**src/shared/rxaf_pkg.sv**
```systemverilog
package rxaf_pkg;

	// ------------------------------------------------------------------
	// Register map (byte addresses)
	// ------------------------------------------------------------------
	localparam int              RXAF_ADDR_W         = 8;
	localparam logic [7:0]      RXAF_OFS_STA_HIGH   = 8'ha8;
	localparam logic [7:0]      RXAF_OFS_GRP_LOW    = 8'hac;
	localparam logic [7:0]      RXAF_OFS_GRP_HIGH   = 8'hb0;
	localparam logic [7:0]      RXAF_OFS_IND_LOW    = 8'hb4;
	localparam logic [7:0]      RXAF_OFS_IND_HIGH   = 8'hb8;
	localparam logic [7:0]      RXAF_OFS_MODE       = 8'hfc;

	// ------------------------------------------------------------------
	// Field positions and reset values
	// ------------------------------------------------------------------
	localparam int              RXAF_STA_FIVE_LSB   = 8;
	localparam int              RXAF_STA_FOUR_LSB   = 0;
	localparam int              RXAF_MODE_SPEED     = 31;
	localparam int              RXAF_MODE_DUPLEX    = 30;
	localparam int              RXAF_MODE_LINK      = 29;
	localparam int              RXAF_MODE_RELOAD    = 26;
	localparam int              RXAF_MODE_CFG_LSB   = 0;
	localparam logic [15:0]     RXAF_STA_RST        = 16'h0000;
	localparam logic [31:0]     RXAF_HASH_RST       = 32'h0000_0000;
	localparam logic [2:0]      RXAF_CFG_RST        = 3'h7;
	localparam logic [2:0]      RXAF_CFG_MAC_ONLY   = 3'h4;
	localparam logic [2:0]      RXAF_RX_STOPPED     = 3'h0;

	// ------------------------------------------------------------------
	// Hash constants and AXI answers
	// ------------------------------------------------------------------
	localparam logic [31:0]     RXAF_CRC_INIT       = 32'hffff_ffff;
	localparam logic [31:0]     RXAF_CRC_POLY       = 32'hedb8_8320;
	localparam logic [1:0]      RXAF_RESP_OKAY      = 2'h0;
	localparam logic [1:0]      RXAF_RESP_SLVERR    = 2'h2;

	// ------------------------------------------------------------------
	// Types
	// ------------------------------------------------------------------
	typedef struct packed {
		logic speed_100;
		logic duplex_flag;
		logic link_up;
	} rxaf_link_t;

	typedef struct packed {
		logic [7:0] station_octet_five;
		logic [7:0] station_octet_four;
	} rxaf_sta_t;

	typedef enum logic [1:0] {
		RL_IDLE = 2'b00,
		RL_BUSY = 2'b01,
		RL_BOOT = 2'b10
	} rxaf_reload_t;

	// Table bit picked by a six-bit hash index
	function automatic logic rxaf_hash_bit(input logic [31:0] lo,
		input logic [31:0] hi, input logic [5:0] idx);
		return idx[5] ? hi[idx[4:0]] : lo[idx[4:0]];
	endfunction

	// Byte-lane merge of a write into a stored word
	function automatic logic [31:0] rxaf_merge(input logic [31:0] old,
		input logic [31:0] data, input logic [3:0] strb);
		logic [31:0] res;
		res = old;
		for (int i = 0; i < 4; i++) begin
			if (strb[i]) begin
				res[i*8 +: 8] = data[i*8 +: 8];
			end
		end
		return res;
	endfunction

endpackage

```
**src/rxaf_hash_index.sv**
```systemverilog
`timescale 1ns/1ps

module rxaf_hash_index
	import rxaf_pkg::*;
#(
	parameter int DA_W = 48
) (
	// Destination address, first wire octet in the low byte
	input  wire logic [DA_W-1:0] dest_addr,
	// Six low bits of the running CRC
	output logic      [5:0]      index
);

	// ------------------------------------------------------------------
	// Bit-serial CRC32, least significant bit first as on the wire
	// ------------------------------------------------------------------
	// Fully unrolled by synthesis; 48 steps is cheap next to a table
	always_comb begin
		logic [31:0] crc;
		crc = RXAF_CRC_INIT;
		for (int i = 0; i < DA_W; i++) begin
			if (crc[0] ^ dest_addr[i]) begin
				crc = (crc >> 1) ^ RXAF_CRC_POLY;
			end else begin
				crc = crc >> 1;
			end
		end
		index = crc[5:0];
	end

endmodule

```
**src/rxaf_regs.sv**
```systemverilog
`timescale 1ns/1ps

// How it works
// - Upper station register: octet five in 15:8, four in 7:0, rest zero.
// - Address packed little-endian; octets four and five sit in upper low bytes.
// - Station registers always readable; writes land only while receive stopped.
// - Group hash registers always readable; writes land only while receive stopped.
// - Group hash table is 64 bits, reset zero, low word bits 31:0.
// - Destination address CRC32 low six bits index the 64-entry table.
// - CRC bit five picks the word, bits four to zero pick the bit.
// - Individual hash table is 64 bits in two read-write words, reset zero.
// - Individual hash indexed exactly like the group hash.
// - Mode bit 31 reads link speed, one for 100 Mb/s, read-only.
// - Mode bit 30 reads full duplex as one, read-only.
// - Writing one to mode bit 26 reloads from EEPROM; cleared when done.
// - Mode bits 2:0 reset to 111; 100 is MAC-only, others diagnostic.
// - MAC-only mode moves an MII onto the boot ROM pins.
// - Station octets load from EEPROM automatically and stay writable.

module rxaf_regs
	import rxaf_pkg::*;
#(
	parameter int DA_W = 48
) (
	// Clock, reset, freeze
	input  wire logic                   clk,
	input  wire logic                   resetn,
	input  wire logic                   ce,
	// AXI4-Lite write address and data
	input  wire logic [RXAF_ADDR_W-1:0] s_axi_awaddr,
	input  wire logic                   s_axi_awvalid,
	output logic                        s_axi_awready,
	input  wire logic [31:0]            s_axi_wdata,
	input  wire logic [3:0]             s_axi_wstrb,
	input  wire logic                   s_axi_wvalid,
	output logic                        s_axi_wready,
	// AXI4-Lite write response
	output logic [1:0]                  s_axi_bresp,
	output logic                        s_axi_bvalid,
	input  wire logic                   s_axi_bready,
	// AXI4-Lite read
	input  wire logic [RXAF_ADDR_W-1:0] s_axi_araddr,
	input  wire logic                   s_axi_arvalid,
	output logic                        s_axi_arready,
	output logic [31:0]                 s_axi_rdata,
	output logic [1:0]                  s_axi_rresp,
	output logic                        s_axi_rvalid,
	input  wire logic                   s_axi_rready,
	// Receive state field and link state from the MAC core
	input  wire logic [2:0]             status_register_five,
	input  wire rxaf_link_t             link_status,
	// EEPROM loader handshake
	output logic                        eeprom_reload_req,
	input  wire logic                   eeprom_load_done,
	input  wire rxaf_sta_t              eeprom_octets,
	// Destination address lookup
	input  wire logic                   rx_da_valid,
	input  wire logic [DA_W-1:0]        rx_da,
	output logic                        hash_hit_valid,
	output logic                        hash_hit,
	// Configuration toward the pin muxing
	output logic [2:0]                  operating_configuration,
	output logic                        mac_only_mii,
	output rxaf_sta_t                   station_address_high
);

	// ------------------------------------------------------------------
	// Storage
	// ------------------------------------------------------------------
	logic [31:0]            group_hash_low;
	logic [31:0]            group_hash_high;
	logic [31:0]            individual_hash_low;
	logic [31:0]            individual_hash_high;
	rxaf_link_t             link_q;
	logic                   eeprom_reload_trigger;
	rxaf_reload_t           reload_state;
	rxaf_reload_t           next_reload_state;
	logic [RXAF_ADDR_W-1:0] wr_addr;
	logic [31:0]            wr_data;
	logic [3:0]             wr_strb;
	logic [RXAF_ADDR_W-1:0] rd_addr;
	logic                   do_write;
	logic                   rd_pending;
	logic                   rx_stopped;
	logic                   reload_set;
	logic [5:0]             da_index;

	// ------------------------------------------------------------------
	// AXI4-Lite write channels
	// ------------------------------------------------------------------
	// Address and data are taken in either order; the write lands once
	// both are held and no response is outstanding
	assign do_write = !s_axi_awready && !s_axi_wready && !s_axi_bvalid;

	always_ff @(posedge clk or negedge resetn) begin
		if (!resetn) begin
			s_axi_awready <= 1'b1;
			wr_addr       <= '0;
		end else if (ce) begin
			if (s_axi_awvalid && s_axi_awready) begin
				s_axi_awready <= 1'b0;
				wr_addr       <= s_axi_awaddr;
			end else if (s_axi_bvalid && s_axi_bready) begin
				s_axi_awready <= 1'b1;
			end
		end
	end

	always_ff @(posedge clk or negedge resetn) begin
		if (!resetn) begin
			s_axi_wready <= 1'b1;
			wr_data      <= '0;
			wr_strb      <= '0;
		end else if (ce) begin
			if (s_axi_wvalid && s_axi_wready) begin
				s_axi_wready <= 1'b0;
				wr_data      <= s_axi_wdata;
				wr_strb      <= s_axi_wstrb;
			end else if (s_axi_bvalid && s_axi_bready) begin
				s_axi_wready <= 1'b1;
			end
		end
	end

	// Response; unmapped addresses answer SLVERR and store nothing
	always_ff @(posedge clk or negedge resetn) begin
		if (!resetn) begin
			s_axi_bvalid <= 1'b0;
			s_axi_bresp  <= RXAF_RESP_OKAY;
		end else if (ce) begin
			if (do_write) begin
				s_axi_bvalid <= 1'b1;
				s_axi_bresp  <= addr_mapped(wr_addr) ? RXAF_RESP_OKAY
				                                      : RXAF_RESP_SLVERR;
			end else if (s_axi_bready) begin
				s_axi_bvalid <= 1'b0;
			end
		end
	end

	function automatic logic addr_mapped(input logic [RXAF_ADDR_W-1:0] a);
		return a[7:2] == RXAF_OFS_STA_HIGH[7:2] ||
		       a[7:2] == RXAF_OFS_GRP_LOW[7:2]  ||
		       a[7:2] == RXAF_OFS_GRP_HIGH[7:2] ||
		       a[7:2] == RXAF_OFS_IND_LOW[7:2]  ||
		       a[7:2] == RXAF_OFS_IND_HIGH[7:2] ||
		       a[7:2] == RXAF_OFS_MODE[7:2];
	endfunction

	function automatic logic hit(input logic [RXAF_ADDR_W-1:0] a,
		input logic [7:0] ofs);
		return do_write && a[7:2] == ofs[7:2];
	endfunction

	// ------------------------------------------------------------------
	// Station and group hash registers
	// ------------------------------------------------------------------
	assign rx_stopped = status_register_five == RXAF_RX_STOPPED;

	// EEPROM load beats a software write in the same cycle, since the
	// load is the value the hardware promised after reset or reload
	always_ff @(posedge clk or negedge resetn) begin
		if (!resetn) begin
			station_address_high <= RXAF_STA_RST;
		end else if (ce) begin
			if (eeprom_load_done) begin
				station_address_high <= eeprom_octets;
			end else if (hit(wr_addr, RXAF_OFS_STA_HIGH) && rx_stopped) begin
				station_address_high <= 16'(rxaf_merge(
					{16'h0000, station_address_high}, wr_data,
					wr_strb));
			end
		end
	end

	// Group table only changes while receive is stopped
	always_ff @(posedge clk or negedge resetn) begin
		if (!resetn) begin
			group_hash_low  <= RXAF_HASH_RST;
			group_hash_high <= RXAF_HASH_RST;
		end else if (ce && rx_stopped) begin
			if (hit(wr_addr, RXAF_OFS_GRP_LOW)) begin
				group_hash_low <= rxaf_merge(group_hash_low, wr_data,
					wr_strb);
			end
			if (hit(wr_addr, RXAF_OFS_GRP_HIGH)) begin
				group_hash_high <= rxaf_merge(group_hash_high, wr_data,
					wr_strb);
			end
		end
	end

	// Individual table carries no receive-state gate
	always_ff @(posedge clk or negedge resetn) begin
		if (!resetn) begin
			individual_hash_low  <= RXAF_HASH_RST;
			individual_hash_high <= RXAF_HASH_RST;
		end else if (ce) begin
			if (hit(wr_addr, RXAF_OFS_IND_LOW)) begin
				individual_hash_low <= rxaf_merge(individual_hash_low,
					wr_data, wr_strb);
			end
			if (hit(wr_addr, RXAF_OFS_IND_HIGH)) begin
				individual_hash_high <= rxaf_merge(individual_hash_high,
					wr_data, wr_strb);
			end
		end
	end

	// ------------------------------------------------------------------
	// Mode register
	// ------------------------------------------------------------------
	// Link inputs sampled so a read sees one coherent snapshot
	always_ff @(posedge clk or negedge resetn) begin
		if (!resetn) begin
			link_q <= '0;
		end else if (ce) begin
			link_q <= link_status;
		end
	end

	always_ff @(posedge clk or negedge resetn) begin
		if (!resetn) begin
			operating_configuration <= RXAF_CFG_RST;
			mac_only_mii            <= 1'b0;
		end else if (ce) begin
			if (hit(wr_addr, RXAF_OFS_MODE) && wr_strb[0]) begin
				operating_configuration <= wr_data[RXAF_MODE_CFG_LSB +: 3];
			end
			mac_only_mii <= operating_configuration
			                == RXAF_CFG_MAC_ONLY;
		end
	end

	assign reload_set = hit(wr_addr, RXAF_OFS_MODE) && wr_strb[3] &&
	                    wr_data[RXAF_MODE_RELOAD];

	// A fresh write of one wins over the completion that would clear it
	always_ff @(posedge clk or negedge resetn) begin
		if (!resetn) begin
			eeprom_reload_trigger <= 1'b0;
		end else if (ce) begin
			if (reload_set) begin
				eeprom_reload_trigger <= 1'b1;
			end else if (reload_state == RL_BUSY && eeprom_load_done) begin
				eeprom_reload_trigger <= 1'b0;
			end
		end
	end

	// ------------------------------------------------------------------
	// Reload sequencer: boot load after reset, then on demand
	// ------------------------------------------------------------------
	always_comb begin
		next_reload_state = reload_state;
		unique case (reload_state)
			// A bit 26 write during the boot load earns its own reload,
			// otherwise the bit would never see a completion to clear it
			RL_BOOT: begin
				if (eeprom_load_done) begin
					next_reload_state = (reload_set || eeprom_reload_trigger)
					                    ? RL_BUSY : RL_IDLE;
				end
			end
			RL_BUSY: begin
				if (eeprom_load_done && !reload_set) begin
					next_reload_state = RL_IDLE;
				end
			end
			RL_IDLE: begin
				if (reload_set) begin
					next_reload_state = RL_BUSY;
				end
			end
			default: begin
				next_reload_state = RL_IDLE;
			end
		endcase
	end

	always_ff @(posedge clk or negedge resetn) begin
		if (!resetn) begin
			reload_state      <= RL_BOOT;
			eeprom_reload_req <= 1'b0;
		end else if (ce) begin
			reload_state      <= next_reload_state;
			eeprom_reload_req <= next_reload_state != RL_IDLE;
		end
	end

	// ------------------------------------------------------------------
	// AXI4-Lite read channel, two cycles from address to data
	// ------------------------------------------------------------------
	assign rd_pending = !s_axi_arready && !s_axi_rvalid;

	always_ff @(posedge clk or negedge resetn) begin
		if (!resetn) begin
			s_axi_arready <= 1'b1;
			s_axi_rvalid  <= 1'b0;
			s_axi_rdata   <= '0;
			s_axi_rresp   <= RXAF_RESP_OKAY;
			rd_addr       <= '0;
		end else if (ce) begin
			if (s_axi_arvalid && s_axi_arready) begin
				s_axi_arready <= 1'b0;
				rd_addr       <= s_axi_araddr;
			end else if (rd_pending) begin
				s_axi_rvalid <= 1'b1;
				s_axi_rresp  <= addr_mapped(rd_addr) ? RXAF_RESP_OKAY
				                                      : RXAF_RESP_SLVERR;
				unique case (rd_addr[7:2])
					RXAF_OFS_STA_HIGH[7:2]: s_axi_rdata <=
						{16'h0000, station_address_high};
					RXAF_OFS_GRP_LOW[7:2]:  s_axi_rdata <= group_hash_low;
					RXAF_OFS_GRP_HIGH[7:2]: s_axi_rdata <= group_hash_high;
					RXAF_OFS_IND_LOW[7:2]:  s_axi_rdata <= individual_hash_low;
					RXAF_OFS_IND_HIGH[7:2]: s_axi_rdata <= individual_hash_high;
					RXAF_OFS_MODE[7:2]:     s_axi_rdata <=
						{link_q, 2'b00, eeprom_reload_trigger, 23'h0,
						 operating_configuration};
					default:                s_axi_rdata <= 32'h0000_0000;
				endcase
			end else if (s_axi_rvalid && s_axi_rready) begin
				s_axi_rvalid  <= 1'b0;
				s_axi_arready <= 1'b1;
			end
		end
	end

	// ------------------------------------------------------------------
	// Hash filter lookup
	// ------------------------------------------------------------------
	rxaf_hash_index #(
		.DA_W      (DA_W)
	) u_hash_index (
		.dest_addr (rx_da),
		.index     (da_index)
	);

	// Group bit of the first octet picks the table, one cycle latency
	always_ff @(posedge clk or negedge resetn) begin
		if (!resetn) begin
			hash_hit_valid <= 1'b0;
			hash_hit       <= 1'b0;
		end else if (ce) begin
			hash_hit_valid <= rx_da_valid;
			if (rx_da_valid) begin
				hash_hit <= rx_da[0]
					? rxaf_hash_bit(group_hash_low, group_hash_high,
					                da_index)
					: rxaf_hash_bit(individual_hash_low,
					                individual_hash_high,
					                da_index);
			end
		end
	end
endmodule

```
**config.mk**
```make
export PLATFORM = sky130hd
export DESIGN_NAME = rxaf_regs
export DESIGN_NICKNAME = d
export VERILOG_FILES = /design/src/shared/rxaf_pkg.sv /design/src/rxaf_hash_index.sv /design/src/rxaf_regs.sv
export SDC_FILE = /design/constraint.sdc
export NUM_CORES = 1
export LEC_CHECK = 0
export BUFFER_PORTS_ARGS = -buffer_cell sky130_fd_sc_hd__buf_2
export CAP_MARGIN = 20
export CORE_MARGIN = 3
export CORE_UTILIZATION = 35
export DETAILED_ROUTE_END_ITERATION = 10
export PLACE_DENSITY = 0.49
export SLEW_MARGIN = 20
export SYNTH_ARGS = -nofsm -noshare
export SYNTH_HDL_FRONTEND = slang
export SYNTH_SLANG_ARGS = --single-unit
export TNS_END_PERCENT = 20
```
**constraint.sdc**
```tcl
create_clock -name clk -period 4.99 [get_ports clk]
set_input_delay 0.499 -clock clk [delete_from_list [all_inputs] [get_ports clk]]
set_output_delay 0.499 -clock clk [all_outputs]
set_load 0.005 [all_outputs]
```
==> results of run 1 <==
[cell families after synthesis]
logic type / count (synthesis) / synth area share (%)
XOR/XNOR: 177 / 17.9
buffers and inverters: 71 / 2.29
AND/OR/NAND/NOR: 171 / 5.38
multiplexers: 270 / 21.6
flip-flops: 244 / 43.9
AO/OA/AOI/OAI: 177 / 8.91
other: 1 / 0.0269
[layer usage]
metal	up-vias	GRT usage [%]	share of wire, %
li1	4517	-	-
met1	4857	27.0	47
met2	240	30.6	47
met3	55	2.85	4.4
met4	0	4.83	2.2
met5	-	0	0
[how the worst min path moves through the flow]
stage / endpoint / slack (ns)
final: wr_data[5]$_DFFE_PN0P_ / 0.008
after global routing: wr_data[7]$_DFFE_PN0P_ / 0.06
after CTS: wr_data[5]$_DFFE_PN0P_ / 0.02
after detailed placement: wr_strb[2]$_DFFE_PN0P_ / 0.49
after global placement: wr_addr[5]$_DFFE_PN0P_ / 0.49
after floorplan: eeprom_reload_req$_DFFE_PN0P_ / 0.20
[sequential cells by signal, summed over array words and instances, names as in the netlist, 6 cells and up]
signal	cells
wr_data	32
station_address_high	16
s_axi_rdata	32
individual_hash_high	32
group_hash_high	32
individual_hash_low	32
wr_addr	6
group_hash_low	32
rd_addr	6
[per-stage QoR]
step	setup slack, ns	hold WS [ns]	std cells	setup TNS (ns)	cell area, µm²
3_5_place_dp	-0.0195	0.494	1811	-0.0195	15800
4_1_cts	0.555	0.0186	1864	0	16600
2_1_floorplan	0.446	0.203	1112	0	13900
3_3_place_gp	0.108	0.489	1811	0	15800
6_report	0.544	0.00845	1866	0	16700
5_1_grt	0.298	0.0626	1866	0	16700
[synthesized netlist by cell type (2+ instances only)]
cell / number / area, µm²
sky130_fd_sc_hd__a2111oi_0: 2 / 17.5
sky130_fd_sc_hd__a211oi_1: 14 / 105
sky130_fd_sc_hd__a21o_1: 2 / 15.0
sky130_fd_sc_hd__a21oi_1: 31 / 155
sky130_fd_sc_hd__a222oi_1: 29 / 290
sky130_fd_sc_hd__a22oi_1: 26 / 195
sky130_fd_sc_hd__a31oi_1: 35 / 219
sky130_fd_sc_hd__a32o_1: 2 / 20.0
sky130_fd_sc_hd__and2_0: 2 / 12.5
sky130_fd_sc_hd__and2_1: 5 / 31.3
sky130_fd_sc_hd__buf_1: 3 / 11.3
sky130_fd_sc_hd__buf_2: 18 / 90.1
sky130_fd_sc_hd__buf_4: 6 / 45.0
sky130_fd_sc_hd__clkbuf_1: 36 / 135
sky130_fd_sc_hd__dfrtp_1: 237 / 5930
sky130_fd_sc_hd__dfstp_2: 7 / 184
sky130_fd_sc_hd__inv_1: 6 / 22.5
sky130_fd_sc_hd__mux2_1: 6 / 67.6
sky130_fd_sc_hd__mux2_2: 187 / 2110
sky130_fd_sc_hd__mux2i_1: 72 / 721
sky130_fd_sc_hd__mux4_2: 5 / 113
sky130_fd_sc_hd__nand2_1: 45 / 169
sky130_fd_sc_hd__nand2b_1: 4 / 25.0
sky130_fd_sc_hd__nand3_1: 12 / 60.1
sky130_fd_sc_hd__nor2_1: 77 / 289
sky130_fd_sc_hd__nor2b_1: 10 / 62.6
sky130_fd_sc_hd__nor3_1: 7 / 35.0
sky130_fd_sc_hd__nor4_1: 3 / 18.8
sky130_fd_sc_hd__o211ai_1: 2 / 15.0
sky130_fd_sc_hd__o21ai_0: 19 / 95.1
sky130_fd_sc_hd__o21ai_1: 5 / 25.0
sky130_fd_sc_hd__o22ai_1: 2 / 12.5
sky130_fd_sc_hd__o31ai_1: 2 / 15.0
sky130_fd_sc_hd__xnor2_1: 84 / 736
sky130_fd_sc_hd__xnor2_2: 5 / 81.3
sky130_fd_sc_hd__xnor3_1: 50 / 1130
sky130_fd_sc_hd__xnor3_2: 3 / 71.3
sky130_fd_sc_hd__xor2_1: 22 / 193
sky130_fd_sc_hd__xor2_2: 3 / 48.8
sky130_fd_sc_hd__xor3_1: 9 / 214
[layout make-up]
class	instances	area (µm²)	share of cell area [%]
Multi-Input combinational cell	797	7550	45.3
Sequential cell	244	6110	36.7
Timing Repair Buffer	245	1420	8.50
Clock buffer	49	841	5.05
Tap cell	518	648	3.89
Clock inverter	4	52.6	0.316
Inverter	7	26.3	0.158
Antenna cell	2	5.00	0.0301
==> metrics, run 1 <==
number of buffers and inverters on the critical path=2; startpoint type of the worst setup path=input pin; Vias/cell=5.18; Clock Pin Slew Worst Setup and Hold Paths=0.06 ns; floorplan die area=0.0422 mm²; type of the most critical hold path=in -> async; sort of element at the end of the critical path=flop; r2r endpoint=group_hash_low[28]$_DFFE_PN0P_; Max-Cap Viols=0; clk_lat worst skew=0.55 ns; post-route clock period utilization=89.1%; relative slew slack=36.4%; sum of overflow across all layers after global routing=0; depth of the critical timing path with buffers and inverters included=15; count of port buffers added during placement=188; Cell Rows=72; most common cell after layout, fill and taps aside=sky130_fd_sc_hd__dfrtp_1; NumNets Final=1456; die outline width=205 µm; proportion of synthesized chip area in sequential cells=43.9%; vias in the first global route=10100; Synth Register Bits=244; largest net degree at the start of global routing=106; post-synth design cell area=0.0139 mm²; global placer's final weighted congestion=0.777; via count=9669; initial core utilization=35.7%; H-Tree Level Count=1; count of pins on the block boundary=196; antenna violations before repair=2; share of the core filled with cells=42.7%; Post-Synthesis Cells=1111; commonest register cell after synthesis=sky130_fd_sc_hd__dfrtp_1; transition at the pin with the smallest max-transition slack=0.950 ns; Worst Path Class, Setup=in -> reg; Critical Path Slowest Stage Cell=sky130_fd_sc_hd__xnor3_1; arrival time at the worst endpoint=4.86 ns; minimum period implied by the final worst setup slack=4.45 ns; worst setup path end=hash_hit$_DFFE_PN0P_; vertical die dimension=205 µm; highest-count cells in the layout ignoring fill and taps=sky130_fd_sc_hd__dfrtp_1 (237), sky130_fd_sc_hd__mux2_2 (187), sky130_fd_sc_hd__buf_2 (187), sky130_fd_sc_hd__xnor2_1 (83), sky130_fd_sc_hd__nor2_1 (76); biggest cell delay along the critical path=0.48 ns; GR Util All Layers=19.0%; number of antenna-violating nets in the routed design=0; number of inserted filler cells in the final layout=3748; count of warnings emitted by yosys=0; Hold Violations, Final=0; outcome=complete, no violations; RSZ-0062 raised after global routing=no; CTS Buf Count=29; number of clock sinks=244; number of unique standard cell types used by synthesis=56; beginning of the worst register-to-register path=s_axi_bvalid$_DFFE_PN0P_; placed wire-length estimate=28.8 mm; Worst Setup SP=rx_da[1]; final-report max-slew violation count=0; CTS-repair resized insts=0; final WL=40.2 mm; # DRC=0; Clock Tree Buf Depth=3; share of post-route cells with drive strength above 1=37.4%; P&R area growth vs syn=19.6%; hold-fix buffers at CTS=0; maximum net fanout on the critical path=25; area of the core=0.0390 mm²; root cell of the clock tree=sky130_fd_sc_hd__clkbuf_16; series of cell instances along the critical path=buf_2 > xnor3_2 > xnor2_2 > xnor3_1 > xor3_1 > xnor3_1 > xnor2_1 > xnor3_2 > buf_4 > a211oi_1 > a211oi_1 > a21oi_1 > nor3_1 > a2111oi_0 > o32ai_1; worst path required time=5.41 ns; routed wire length per instance=21.5 µm; register-to-register setup slack=1.78 ns; buffer count from post-CTS setup fixing=0; number of cells on the worst reg-to-reg path=6; global-route wire length before repair=62.1 mm; average size of a mapped cell=12.5 µm²; maximum clock frequency=0.225 GHz; DR pass1 iterations=5; Post-synth ARST share=100%; violation count after the first detailed-routing iteration=657; Post-synth EDFFs=0; CTS tree=yes; clock skew after layout=0.0148 ns; dominant delay contributor by cell family on the critical path=XOR/XNOR gates; setup violation total in the final timing report=0
Power of run 1 is left out: the tool's default activity adds up to more than one toggle a clock period on the data nets, which glitch-free logic cannot reach.
==> inputs of run 2 (changes only) <==
CORE_UTILIZATION = 59   (was 35)
PLACE_DENSITY = 0.78   (was 0.49)
==> metrics, run 2 (synthesis gave the netlist of run 1 again) <==
most common cell after layout, fill and taps aside=sky130_fd_sc_hd__dfrtp_1; largest net degree at the start of global routing=141; count of port buffers added during placement=188; share of post-route cells with drive strength above 1=37.1%; RSZ-0062 raised after global routing=no; violation count after the first detailed-routing iteration=849; global-route wire length before repair=55.1 mm; clk_lat worst skew=0.54 ns; relative slew slack=39.8%; routed wire length per instance=21.1 µm; Cell Rows=55; NumNets Final=1435; sum of overflow across all layers after global routing=0; die outline width=160 µm; initial core utilization=60.8%; number of antenna-violating nets in the routed design=0; via count=9786; number of buffers and inverters on the critical path=3; vias in the first global route=10000; CTS-repair resized insts=0; maximum clock frequency=0.227 GHz; Vias/cell=5.98; final cell area excluding filler cells=0.0162 mm²; # DRC=0; vertical die dimension=160 µm; antenna violations before repair=1; global placer's final weighted congestion=0.898; Clock Pin Slew Worst Setup and Hold Paths=0.06 ns; worst path required time=5.43 ns; beginning of the worst register-to-register path=s_axi_bvalid$_DFFE_PN0P_; Max-Cap Viols=0; final std cells w/o fill=1637; startpoint type of the worst setup path=input pin; standard cell area after detailed placement=0.0153 mm²; CTS tree=yes; number of inserted filler cells in the final layout=1706; register-to-register setup slack=2.09 ns; WHS Path Cells=2; final WL=34.6 mm; CTS Buf Count=26; Worst Path Class, Setup=in -> reg; buffer count from post-CTS setup fixing=0; type of the most critical hold path=in -> reg; number of clock sinks=244; Critical Path Slowest Stage Cell=sky130_fd_sc_hd__a2111oi_0; series of cell instances along the critical path=buf_2 > xor2_2 > xor3_2 > buf_4 > xor3_1 > xnor3_1 > xnor2_1 > xnor2_1 > xnor3_1 > buf_12 > a2111oi_0 > o21ai_1 > o221ai_1 > a2111oi_2 > o32ai_1; setup violation total in the final timing report=0; transition at the pin with the smallest max-transition slack=0.900 ns; minimum period implied by the final worst setup slack=4.41 ns; startpoint of the tightest hold check path=s_axi_arvalid; final-report max-slew violation count=0; arrival time at the worst endpoint=4.86 ns; sort of element at the end of the critical path=flop; area of the core=0.0229 mm²; Hold Path End=s_axi_arready$_DFFE_PN1P_; root cell of the clock tree=sky130_fd_sc_hd__clkbuf_16; highest-count cells in the layout ignoring fill and taps=sky130_fd_sc_hd__dfrtp_1 (237), sky130_fd_sc_hd__mux2_2 (187), sky130_fd_sc_hd__buf_2 (187), sky130_fd_sc_hd__xnor2_1 (84), sky130_fd_sc_hd__nor2_1 (76); dominant delay contributor by cell family on the critical path=XOR/XNOR gates; biggest cell delay along the critical path=0.65 ns; GR Util All Layers=26.8%; floorplan die area=0.0255 mm²; Clock Tree Buf Depth=3; count of pins on the block boundary=196; maximum net fanout on the critical path=18; total negative slack=0 ns; P&R area growth vs syn=16.5%; post-route clock period utilization=88.4%; Placed Instances=1586; placed wire-length estimate=24.6 mm; r2r endpoint=group_hash_low[23]$_DFFE_PN0P_; clock skew after layout=0.0229 ns; Hold Violations, Final=0; H-Tree Level Count=1; DR pass1 iterations=5; number of cells on the worst reg-to-reg path=6; outcome=complete, no violations
-- run 2: worst max path at each step --
| stage | startpoint | end | slack, ns | depth (start not counted) |
|---|---|---|---|---|
| after global placement | rx_da[1] | hash_hit$_DFFE_PN0P_ | 0.15 | 15 |
| after detailed placement | rx_da[8] | hash_hit$_DFFE_PN0P_ | 0.12 | 15 |
| after floorplan | rx_da[6] | hash_hit$_DFFE_PN0P_ | 0.45 | 15 |
| final | rx_da[3] | hash_hit$_DFFE_PN0P_ | 0.58 | 15 |
| after CTS | rx_da[3] | hash_hit$_DFFE_PN0P_ | 0.65 | 15 |
| after global routing | rx_da[8] | hash_hit$_DFFE_PN0P_ | 0.38 | 15 |
-- run 2: worst register-to-register path: cells and delay by family (launching register included) --
family	cells	cell delay [ns]
multiplexers	1	0.42
AND/OR/NAND/NOR	5	1.91
flip-flops	1	0.45
-- run 2: area by class of cell --
type | count | area [µm²] | area share (%)
Antenna cell | 1 | 2.50 | 0.0154
Clock buffer | 36 | 738 | 4.55
Clock inverter | 12 | 103 | 0.632
Inverter | 7 | 26.3 | 0.162
Multi-Input combinational cell | 797 | 7540 | 46.4
Sequential cell | 244 | 6110 | 37.7
Tap cell | 313 | 392 | 2.41
Timing Repair Buffer | 227 | 1320 | 8.11
-- run 2: per-stage QoR --
| step | util, % | hold slack (ns) | setup slack (ns) |
|---|---|---|---|
| after global placement | 67.0 | 0.487 | 0.149 |
| after floorplan | - | 0.203 | 0.446 |
| after global routing | 70.8 | 0.132 | 0.381 |
| after CTS | 70.6 | 0.128 | 0.653 |
| final | 70.8 | 0.142 | 0.578 |
| after detailed placement | 67.0 | 0.493 | 0.124 |
-- run 2: layer usage --
| metal | track usage, % | up-vias | wire length, µm |
|---|---|---|---|
| met5 | 0 | - | 0 |
| li1 | - | 4468 | - |
| met2 | 44.6 | 356 | 16800 |
| met4 | 5.73 | 0 | 696 |
| met3 | 4.49 | 57 | 2300 |
| met1 | 37.5 | 4905 | 14800 |
-- run 2: repair_timing --
item / CTS / global route
endpoints found under the hold margin: 0 / 44
hold buffers: 0 / 1
endpoints found under the setup margin: 0 / 0
Power of run 2 is left out for the same reason.
